`src/core/wds_map.svh`:
```
`ifndef WDS_MAP_SVH
`define WDS_MAP_SVH

// Register offsets (byte addresses)
`define WDS_OFF_SAFETY_CFG   8'h00
`define WDS_OFF_CHECK_CTRL   8'h04
`define WDS_OFF_CLOSE_CFG    8'h08
`define WDS_OFF_OPEN_CFG     8'h0c
`define WDS_OFF_STATUS       8'h10
`define WDS_OFF_QA_ANSWER    8'h14

// Field positions
`define WDS_BIT_RST_EN       3
`define WDS_BIT_QA_MODE      5
`define WDS_BIT_DRV_REQ      0
`define WDS_BIT_GO_ACTIVE    1
`define WDS_BIT_TIMEOUT      1
`define WDS_BIT_OUT_RANGE    0
`define WDS_BIT_ANS_OK       0
`define WDS_FLD_CNT_LO       4
`define WDS_FLD_STATE_LO     8

// Reset and load values
`define WDS_CLOSE_DEFAULT    7'h10
`define WDS_OPEN_DEFAULT     5'h0a
`define WDS_FAIL_LOAD        3'h5
`define WDS_FAIL_MAX         3'h7
`define WDS_FAIL_OUT_RANGE   3'h5

// Timing
`define WDS_CLK_NS           4
`define WDS_STEP_NS          550000
`define WDS_PULSE_NS         32000
`define WDS_RESET_HOLD_CYC   16

`endif

```
`src/core/wds_pkg.sv`:
```
package wds_pkg;

  typedef enum logic [2:0] {
    WDS_ST_RESET  = 3'b001,
    WDS_ST_DIAG   = 3'b010,
    WDS_ST_ACTIVE = 3'b100
  } wds_state_t;

  typedef struct packed {
    logic good;
    logic bad;
    logic timeout;
  } wds_evt_t;

  typedef struct packed {
    logic [6:0] close_set;
    logic [4:0] open_set;
    logic       qa_mode;
    logic       rst_en;
    logic       drv_req;
  } wds_cfg_t;

endpackage

```
`src/core/wds_trigger_filter.sv`:
```
`timescale 1ns/1ps
`default_nettype none
`include "wds_map.svh"

module wds_trigger_filter
  import wds_pkg::*;
#(
  parameter int unsigned PULSE_CYC = 8000
) (
  input  wire logic mclk,
  input  wire logic rst,
  input  wire logic trigger_input,
  output logic      trig_pulse
);

  logic        sync1_q;
  logic        sync2_q;
  logic        level_q;
  logic [13:0] high_cnt_q;

  // Pin is asynchronous to mclk
  always_ff @(posedge mclk) begin
    if (rst) begin
      sync1_q <= 1'b0;
      sync2_q <= 1'b0;
      level_q <= 1'b0;
    end else begin
      sync1_q <= trigger_input;
      sync2_q <= sync1_q;
      level_q <= sync2_q;
    end
  end

  // Saturates one past the limit so the long-high case still qualifies
  always_ff @(posedge mclk) begin
    if (rst || !sync2_q) begin
      high_cnt_q <= 14'h0000;
    end else if (high_cnt_q <= 14'(PULSE_CYC)) begin
      high_cnt_q <= high_cnt_q + 14'h0001;
    end
  end

  always_ff @(posedge mclk) begin
    if (rst) begin
      trig_pulse <= 1'b0;
    end else begin
      trig_pulse <= level_q && !sync2_q
                    && (high_cnt_q > 14'(PULSE_CYC));
    end
  end

endmodule // wds_trigger_filter

`default_nettype wire

```
`src/core/wds_supervisor.sv`:
```
// Decided for this implementation: the APB interface to the registers and the register offsets.
`timescale 1ns/1ps
`default_nettype none
`include "wds_map.svh"

module wds_supervisor
  import wds_pkg::*;
#(
  parameter int unsigned STEP_CYC  = `WDS_STEP_NS / `WDS_CLK_NS,
  parameter int unsigned PULSE_CYC = (`WDS_PULSE_NS + `WDS_CLK_NS - 1)
                                     / `WDS_CLK_NS
) (
  input  wire logic        mclk,
  input  wire logic        rst,
  input  wire logic        psel,
  input  wire logic        penable,
  input  wire logic        pwrite,
  input  wire logic [7:0]  paddr,
  input  wire logic [31:0] pwdata,
  output logic      [31:0] prdata,
  output logic             pready,
  output logic             pslverr,
  input  wire logic        trigger_input,
  input  wire logic        other_error,
  output logic             drive_enable_out,
  output logic             mcu_reset_n,
  output logic             out_of_range
);

  localparam int unsigned RST_HOLD_CYC = `WDS_RESET_HOLD_CYC;

  function automatic logic hit(input logic [7:0] a, input logic [7:0] off);
    hit = (a == off);
  endfunction

  wds_state_t  state_q;
  wds_cfg_t    cfg_q;
  wds_evt_t    evt_d;
  wds_evt_t    evt_q;
  logic [2:0]  supervisor_fail_count_q;
  logic        timeout_flag_q;
  logic        rst_en_prev_q;
  logic [4:0]  hold_q;
  logic [17:0] pre_q;
  logic [6:0]  win_cnt_q;
  logic        open_q;
  logic        restart_q;
  logic        err_s1_q;
  logic        err_s2_q;
  logic        trig_pulse;
  logic        wr_take;
  logic        tick;
  logic        running;
  logic        win_wr;
  logic        go_active;
  logic        qa_wr;
  logic        fail_evt;
  logic        wd_fail;
  logic        mapped;
  logic [31:0] rd_data;

  wds_trigger_filter #(
    .PULSE_CYC (PULSE_CYC)
  ) wds_trigger_filter_inst (
    .mclk          (mclk),
    .rst           (rst),
    .trigger_input (trigger_input),
    .trig_pulse    (trig_pulse)
  );

  // APB: one wait state, write lands at the completing edge
  assign wr_take   = psel && penable && pready && pwrite;
  assign win_wr    = wr_take && (hit(paddr, `WDS_OFF_CLOSE_CFG)
                              || hit(paddr, `WDS_OFF_OPEN_CFG));
  assign go_active = wr_take && hit(paddr, `WDS_OFF_CHECK_CTRL)
                     && pwdata[`WDS_BIT_GO_ACTIVE];
  assign qa_wr     = wr_take && hit(paddr, `WDS_OFF_QA_ANSWER);
  assign mapped    = hit(paddr, `WDS_OFF_SAFETY_CFG)
                     || hit(paddr, `WDS_OFF_CHECK_CTRL)
                     || hit(paddr, `WDS_OFF_CLOSE_CFG)
                     || hit(paddr, `WDS_OFF_OPEN_CFG)
                     || hit(paddr, `WDS_OFF_STATUS)
                     || hit(paddr, `WDS_OFF_QA_ANSWER);
  assign running   = (state_q != WDS_ST_RESET);

  always_comb begin
    rd_data = 32'h0000_0000;
    if (hit(paddr, `WDS_OFF_SAFETY_CFG)) begin
      rd_data[`WDS_BIT_RST_EN]  = cfg_q.rst_en;
      rd_data[`WDS_BIT_QA_MODE] = cfg_q.qa_mode;
    end else if (hit(paddr, `WDS_OFF_CHECK_CTRL)) begin
      rd_data[`WDS_BIT_DRV_REQ] = cfg_q.drv_req;
    end else if (hit(paddr, `WDS_OFF_CLOSE_CFG)) begin
      rd_data[6:0] = cfg_q.close_set;
    end else if (hit(paddr, `WDS_OFF_OPEN_CFG)) begin
      rd_data[4:0] = cfg_q.open_set;
    end else if (hit(paddr, `WDS_OFF_STATUS)) begin
      rd_data[`WDS_BIT_OUT_RANGE] = out_of_range;
      rd_data[`WDS_BIT_TIMEOUT]   = timeout_flag_q;
      rd_data[`WDS_FLD_CNT_LO +: 3]   = supervisor_fail_count_q;
      rd_data[`WDS_FLD_STATE_LO +: 3] = state_q;
    end
  end

  // Ready is a one-cycle pulse; prdata holds until the next answer, and a write answer loads zero
  // Arming only on !pready keeps a held request from answering in two consecutive cycles
  always_ff @(posedge mclk) begin
    if (rst) begin
      pready  <= 1'b0;
      pslverr <= 1'b0;
      prdata  <= 32'h0000_0000;
    end else if (psel && penable && !pready) begin
      pready  <= 1'b1;
      pslverr <= !mapped;
      prdata  <= pwrite ? 32'h0000_0000 : rd_data;
    end else begin
      pready  <= 1'b0;
      pslverr <= 1'b0;
    end
  end

  // Configuration; reset state restores defaults for the next diagnostic
  always_ff @(posedge mclk) begin
    if (rst || state_q == WDS_ST_RESET) begin
      cfg_q.close_set <= `WDS_CLOSE_DEFAULT;
      cfg_q.open_set  <= `WDS_OPEN_DEFAULT;
      cfg_q.qa_mode   <= 1'b0;
      cfg_q.rst_en    <= 1'b0;
      cfg_q.drv_req   <= 1'b0;
    end else if (wr_take) begin
      if (hit(paddr, `WDS_OFF_SAFETY_CFG)) begin
        cfg_q.rst_en <= pwdata[`WDS_BIT_RST_EN];
        if (state_q == WDS_ST_DIAG) begin
          cfg_q.qa_mode <= pwdata[`WDS_BIT_QA_MODE];
        end
      end
      if (hit(paddr, `WDS_OFF_CHECK_CTRL)) begin
        cfg_q.drv_req <= pwdata[`WDS_BIT_DRV_REQ];
      end
      // Locked outside diagnostic, yet the write still restarts
      if (state_q == WDS_ST_DIAG) begin
        if (hit(paddr, `WDS_OFF_CLOSE_CFG)) begin
          cfg_q.close_set <= pwdata[6:0];
        end
        if (hit(paddr, `WDS_OFF_OPEN_CFG)) begin
          cfg_q.open_set <= pwdata[4:0];
        end
      end
    end
  end

  // Device state machine
  // A window write is not a failure event, so it never resets the controller
  // Rising reset enable alone fires when the count already sits at seven
  assign fail_evt = evt_q.bad || evt_q.timeout;
  assign wd_fail  = cfg_q.rst_en && supervisor_fail_count_q == `WDS_FAIL_MAX
                    && (fail_evt || !rst_en_prev_q);

  always_ff @(posedge mclk) begin
    if (rst) begin
      rst_en_prev_q <= 1'b0;
    end else begin
      rst_en_prev_q <= cfg_q.rst_en;
    end
  end

  always_ff @(posedge mclk) begin
    if (rst) begin
      state_q <= WDS_ST_RESET;
      hold_q  <= 5'h00;
    end else begin
      unique case (state_q)
        WDS_ST_RESET: begin
          hold_q <= hold_q + 5'h01;
          if (hold_q == 5'(RST_HOLD_CYC - 1)) begin
            state_q <= WDS_ST_DIAG;
          end
        end
        WDS_ST_DIAG: begin
          hold_q <= 5'h00;
          if (wd_fail) begin
            state_q <= WDS_ST_RESET;
          end else if (go_active) begin
            state_q <= WDS_ST_ACTIVE;
          end
        end
        WDS_ST_ACTIVE: begin
          hold_q <= 5'h00;
          if (wd_fail) begin
            state_q <= WDS_ST_RESET;
          end
        end
        default: begin
          state_q <= WDS_ST_RESET;
          hold_q  <= 5'h00;
        end
      endcase
    end
  end

  // Time step prescaler, realigned with every sequence
  always_ff @(posedge mclk) begin
    if (rst || restart_q || !running) begin
      pre_q <= 18'h00000;
    end else if (tick) begin
      pre_q <= 18'h00000;
    end else begin
      pre_q <= pre_q + 18'h00001;
    end
  end
  assign tick = (pre_q == 18'(STEP_CYC - 1));

  // Event classification; ignored while a restart is pending
  // Trades a two-cycle blind spot for one event per sequence
  always_comb begin
    evt_d = '0;
    if (running && !restart_q && !(|evt_q)) begin
      if (cfg_q.qa_mode ? qa_wr : trig_pulse) begin
        if (open_q && (!cfg_q.qa_mode || pwdata[`WDS_BIT_ANS_OK])) begin
          evt_d.good = 1'b1;
        end else begin
          evt_d.bad = 1'b1;
        end
      end else if (open_q && tick
                   && win_cnt_q == {2'b00, cfg_q.open_set}) begin
        evt_d.timeout = 1'b1;
      end
    end
  end

  always_ff @(posedge mclk) begin
    if (rst) begin
      evt_q     <= '0;
      restart_q <= 1'b0;
    end else begin
      evt_q     <= evt_d;
      restart_q <= (|evt_q) || win_wr;
    end
  end

  // Close window then open window
  always_ff @(posedge mclk) begin
    if (rst || restart_q || !running) begin
      win_cnt_q <= 7'h00;
      open_q    <= (cfg_q.close_set == 7'h00);
    end else if (tick) begin
      if (!open_q && win_cnt_q + 7'h01 >= cfg_q.close_set) begin
        open_q    <= 1'b1;
        win_cnt_q <= 7'h00;
      end else begin
        win_cnt_q <= win_cnt_q + 7'h01;
      end
    end
  end

  // Fail counter, independent of the reset enable bit
  always_ff @(posedge mclk) begin
    if (rst || state_q == WDS_ST_RESET) begin
      supervisor_fail_count_q <= `WDS_FAIL_LOAD;
    end else if (go_active && state_q == WDS_ST_DIAG) begin
      supervisor_fail_count_q <= `WDS_FAIL_LOAD;
    end else if (evt_q.good) begin
      if (supervisor_fail_count_q != 3'h0) begin
        supervisor_fail_count_q <= supervisor_fail_count_q - 3'h1;
      end
    end else if (fail_evt || win_wr) begin
      if (supervisor_fail_count_q != `WDS_FAIL_MAX) begin
        supervisor_fail_count_q <= supervisor_fail_count_q + 3'h1;
      end
    end
  end

  // Set wins over a same-cycle clear
  always_ff @(posedge mclk) begin
    if (rst) begin
      timeout_flag_q <= 1'b0;
    end else if (evt_q.timeout) begin
      timeout_flag_q <= 1'b1;
    end else if (wr_take && hit(paddr, `WDS_OFF_STATUS)
                 && pwdata[`WDS_BIT_TIMEOUT]) begin
      timeout_flag_q <= 1'b0;
    end
  end

  // Other error pin is asynchronous
  // Resets high so drive stays off until the pin is seen low
  always_ff @(posedge mclk) begin
    if (rst) begin
      err_s1_q <= 1'b1;
      err_s2_q <= 1'b1;
    end else begin
      err_s1_q <= other_error;
      err_s2_q <= err_s1_q;
    end
  end

  always_ff @(posedge mclk) begin
    if (rst) begin
      out_of_range     <= 1'b1;
      drive_enable_out <= 1'b0;
      mcu_reset_n      <= 1'b0;
    end else begin
      out_of_range     <= supervisor_fail_count_q >= `WDS_FAIL_OUT_RANGE;
      drive_enable_out <= running && cfg_q.drv_req && !err_s2_q
                          && supervisor_fail_count_q < `WDS_FAIL_OUT_RANGE
                          && !wd_fail;
      mcu_reset_n      <= running && !wd_fail;
    end
  end

endmodule // wds_supervisor

`default_nettype wire

```
`config.mk`:
```
export PLATFORM = sky130hd
export DESIGN_NAME = wds_supervisor
export DESIGN_NICKNAME = d
export VERILOG_FILES = /design/src/core/wds_pkg.sv /design/src/core/wds_trigger_filter.sv /design/src/core/wds_supervisor.sv
export VERILOG_INCLUDE_DIRS = /design/src /design/src/core
export SDC_FILE = /design/constraint.sdc
export NUM_CORES = 1
export LEC_CHECK = 0
export BUFFER_PORTS_ARGS = -buffer_cell sky130_fd_sc_hd__buf_2
export CORE_MARGIN = 1.5
export CORE_UTILIZATION = 34
export CTS_CLUSTER_SIZE = 8
export DETAILED_ROUTE_END_ITERATION = 8
export GPL_TIMING_DRIVEN = 0
export PLACE_DENSITY = 0.56
export SYNTH_ARGS = -nofsm -noshare
export SYNTH_HDL_FRONTEND = slang
export SYNTH_SLANG_ARGS = --single-unit
```
`constraint.sdc`:
```
create_clock -name mclk -period 2.8 [get_ports mclk]
set_input_delay 0.42 -clock mclk [delete_from_list [all_inputs] [get_ports mclk]]
set_output_delay 0.42 -clock mclk [all_outputs]
set_load 0.02 [all_outputs]
```
==> results.json <==
{
  "status": "completed",
  "fin_nets": 646,
  "r2r_cells": 10,
  "timing.final.hold_violations": 0,
  "crit_arrival_ps": 2840,
  "syn_area_per_cell_um2": 8.725,
  "r2r_start": "win_cnt_q[0]$_SDFFE_PP0N_",
  "final_cells": 766,
  "antenna_cells": 0,
  "postCtsSetupRepairBufs": 0,
  "ios": 84,
  "ant_nets": 0,
  "synthFlopType": "dfxtp_1",
  "p_leak_nw": 2.167,
  "htree_levels": 3,
  "grt_max_degree": 18,
  "power.internal_mw": 2.205,
  "path_clk_slew_ps": 70,
  "finalMaxSlewViolations": 0,
  "core_um2": 13140,
  "vias": 3687,
  "rows": 42,
  "grt_use_met2_pct": 24.45,
  "cts-root-buf": "clkbuf_16",
  "dp.cells": 751,
  "crit_required_ps": 3060,
  "skew_ps": 8.035,
  "report.final.setup_viol": 0,
  "die_w_um": 118.5,
  "ys_async_sr_fraction_pct": 0,
  "finalSetupTns_ps": 0,
  "die_area_um2": 14050,
  "cts.sinks": 93,
  "synth.largest_area_cell": "dfxtp_1",
  "cap_violations": 0,
  "switchingPower_mw": 0.6388,
  "gr-usage-met1_pct": 19.07,
  "clkPwrFrac_pct": 48.5,
  "grt.total_usage_pct": 15.07,
  "first_iter_violations": 162,
  "grt_pass1_vias": 3581,
  "criticalPathCategory": "reg -> reg",
  "yosys_warnings": 0,
  "hold_path_end": "err_s1_q$_SDFF_PP1_",
  "rr_endpoint": "win_cnt_q[2]$_SDFFE_PP0N_",
  "r2r_setup_slack_ps": 210,
  "die_h_um": 118.5,
  "post_drt_wl_per_cell_um": 13.09,
  "first_pass_iters": 4,
  "grt_overflow": 0,
  "drc": 0,
  "yosysSeqAreaShare_pct": 41.26,
  "ir_drop_mv": 0.4166,
  "yosysUniqueCellTypes": 58,
  "min_path_cells": 2,
  "synth_seq_cells": 93,
  "netlist_area_um2": 4537,
  "ctsHoldBuffers": 0,
  "fin_crit_ps": 2587,
  "hold_class": "in -> reg",
  "wl_mm": 10.03,
  "io_buffers": 34,
  "cts_tree": "yes",
  "synthCells": 520,
  "grt_first_pass_wirelength_mm": 17.02,
  "final_common_cell": "dfxtp_1",
  "syn2layout_area_growth_pct": 17.93,
  "clk_latency_ps": 350,
  "use_met3_pct": 4.681,
  "layout.cells.most_common_list": "92 x dfxtp_1, 70 x nor2_1, 44 x nand2_1, 37 x buf_2",
  "maxSlewHeadroom_pct": 47.93,
  "top_usage_layer": "met2",
  "gp_congestion": 0.8255,
  "worstMarginPinSlew_ps": 772.6,
  "worst_setup_path_start_kind": "flop",
  "synth_edf_count": 1,
  "antenna_found_initial": 0,
  "drive_gt1_share_pct": 15.42,
  "p_comb_share_pct": 4.5,
  "synth_area_leaders": "dfxtp_1 41%, nor2_1 5.8%, mux2i_1 4.0%, xnor2_1 3.9%, xor2_1 3.9%",
  "power_frac_seq_pct": 47.0,
  "period_share_pct": 92.40,
  "crit_fanout": 7,
  "initial_core_util_pct": 34.53,
  "via_per_inst": 4.813,
  "cts_made_buffers": 9,
  "pwr_density_cell_nw_per_um2": 531.5,
  "swShare_pct": 22.46,
  "hpwlAfterDp_mm": 7.506,
  "rsz0062_at_grt": "no",
  "netlist.area_leader.share_pct": 40.60,
  "endpoint_kind": "flop",
  "post_cts_resized": 0,
  "cts_buffer_depth": 2,
  "max_clock_freq_mhz": 386.5,
  "hp-start": "other_error"
}
==> area by class of cell <==
cell class,count,area [µm²]
Clock inverter,6,102.6
Multi-Input combinational cell,385,2420
Sequential cell,93,1872
Timing Repair Buffer,34,170.2
Fill cell,1387,7787
Inverter,22,82.58
Buffer,40,244.0
Tap cell,176,220.2
Clock buffer,10,239.0
==> critical path: stages (launching register included) <==
cell,delay (ps)
dfxtp_1,490
ha_2,310
nand2_1,70
nor2_1,120
xor2_1,220
ha_1,270
o21bai_1,200
nor2_1,90
a21oi_2,320
nand2_1,170
o41ai_2,240
==> per-stage QoR <==
step	worst slack, ps	hold WS (ps)	power [mW]	utilization, %	cell area (µm²)
6_report	212.7	246.0	2.844	40.72	5350
5_1_grt	49.04	237.6	2.939	40.72	5350
4_1_cts	5.244	233.1	2.884	40.70	5348
3_5_place_dp	24.21	402.6	1.494	38.10	5006
3_3_place_gp	84.88	393.6	1.493	38.10	5006
2_1_floorplan	494.8	389.5	1.459	-	4616
==> power groups by stage <==
stage,clock network [mW],logic (mW),registers (mW)
finish,1.38,0.128,1.34
CTS,1.42,0.128,1.34
global placement,0,0.127,1.37
floorplan,0,0.0918,1.37
global route,1.46,0.141,1.34
detailed placement,0,0.127,1.37
==> synth_stat cells (2+ instances only) <==
cell and instances:
a31oi_1 3, nor3_2 2, nand3b_1 4, o21ai_0 5, or3_1 5, inv_1 22, and3_1 6, a21boi_0 2
a2bb2oi_1 2, o41ai_2 2, and2_1 5, a22oi_1 6, a41oi_1 2, nor3b_1 2, nor3_1 14, nand3_1 21
nor2_1 70, xor2_1 20, nand2_1 44, nor4b_1 2, buf_4 22, nor2b_1 10, and4_1 4, a21oi_1 21
ha_1 13, mux2i_1 18, clkbuf_1 15, a41o_1 2, o31ai_1 7, xnor2_1 20, or2_2 3, or4_1 4
buf_2 3, nor4_1 5, nand4_1 11, dfxtp_1 92, nand2b_1 10
==> how the worst max path moves through the flow <==
| stage | slack [ps] | depth (start not counted) | start | endpoint |
|---|---|---|---|---|
| after floorplan | 490 | 10 | win_cnt_q[2]$_SDFFE_PP0N_ | win_cnt_q[2]$_SDFFE_PP0N_ |
| after global placement | 80 | 10 | win_cnt_q[0]$_SDFFE_PP0N_ | win_cnt_q[2]$_SDFFE_PP0N_ |
| after detailed placement | 20 | 10 | win_cnt_q[0]$_SDFFE_PP0N_ | win_cnt_q[2]$_SDFFE_PP0N_ |
| after CTS | 5 | 10 | win_cnt_q[0]$_SDFFE_PP0N_ | win_cnt_q[2]$_SDFFE_PP0N_ |
| after global routing | 50 | 10 | win_cnt_q[0]$_SDFFE_PP0N_ | win_cnt_q[2]$_SDFFE_PP0N_ |
| final | 210 | 10 | win_cnt_q[0]$_SDFFE_PP0N_ | win_cnt_q[2]$_SDFFE_PP0N_ |
==> registers in the layout, indices dropped and copies added, names as in the netlist, 3 cells and up <==
| name | count |
|---|---|
| supervisor_fail_count_q | 3 |
| cfg_q | 15 |
| hold_q | 5 |
| win_cnt_q | 7 |
| wds_trigger_filter_inst.high_cnt_q | 14 |
| state_q | 3 |
| prdata | 10 |
| evt_q | 3 |
| pre_q | 18 |
==> per-layer routing <==
| metal | wire [µm] | part of all wire [%] |
|---|---|---|
| met4 | 101 | 1.0 |
| met2 | 4836 | 48 |
| met5 | 0 | 0 |
| met1 | 4691 | 47 |
| met3 | 400 | 4.0 |
==> cells by family (layout without fill, tap and decap cells) <==
kind of cell	count (synthesis)	in the layout	synth area share, %
mux	19	19	4.219
other cells	1	22	0.08266
flops	93	93	41.26
fa+ha+maj	14	14	4.027
compound gates	63	63	9.791
buf+inv	63	112	7.281
xor+xnor	40	40	7.722
simple gates	227	227	25.62
No activity file was read; power rests on OpenSTA's default activity.
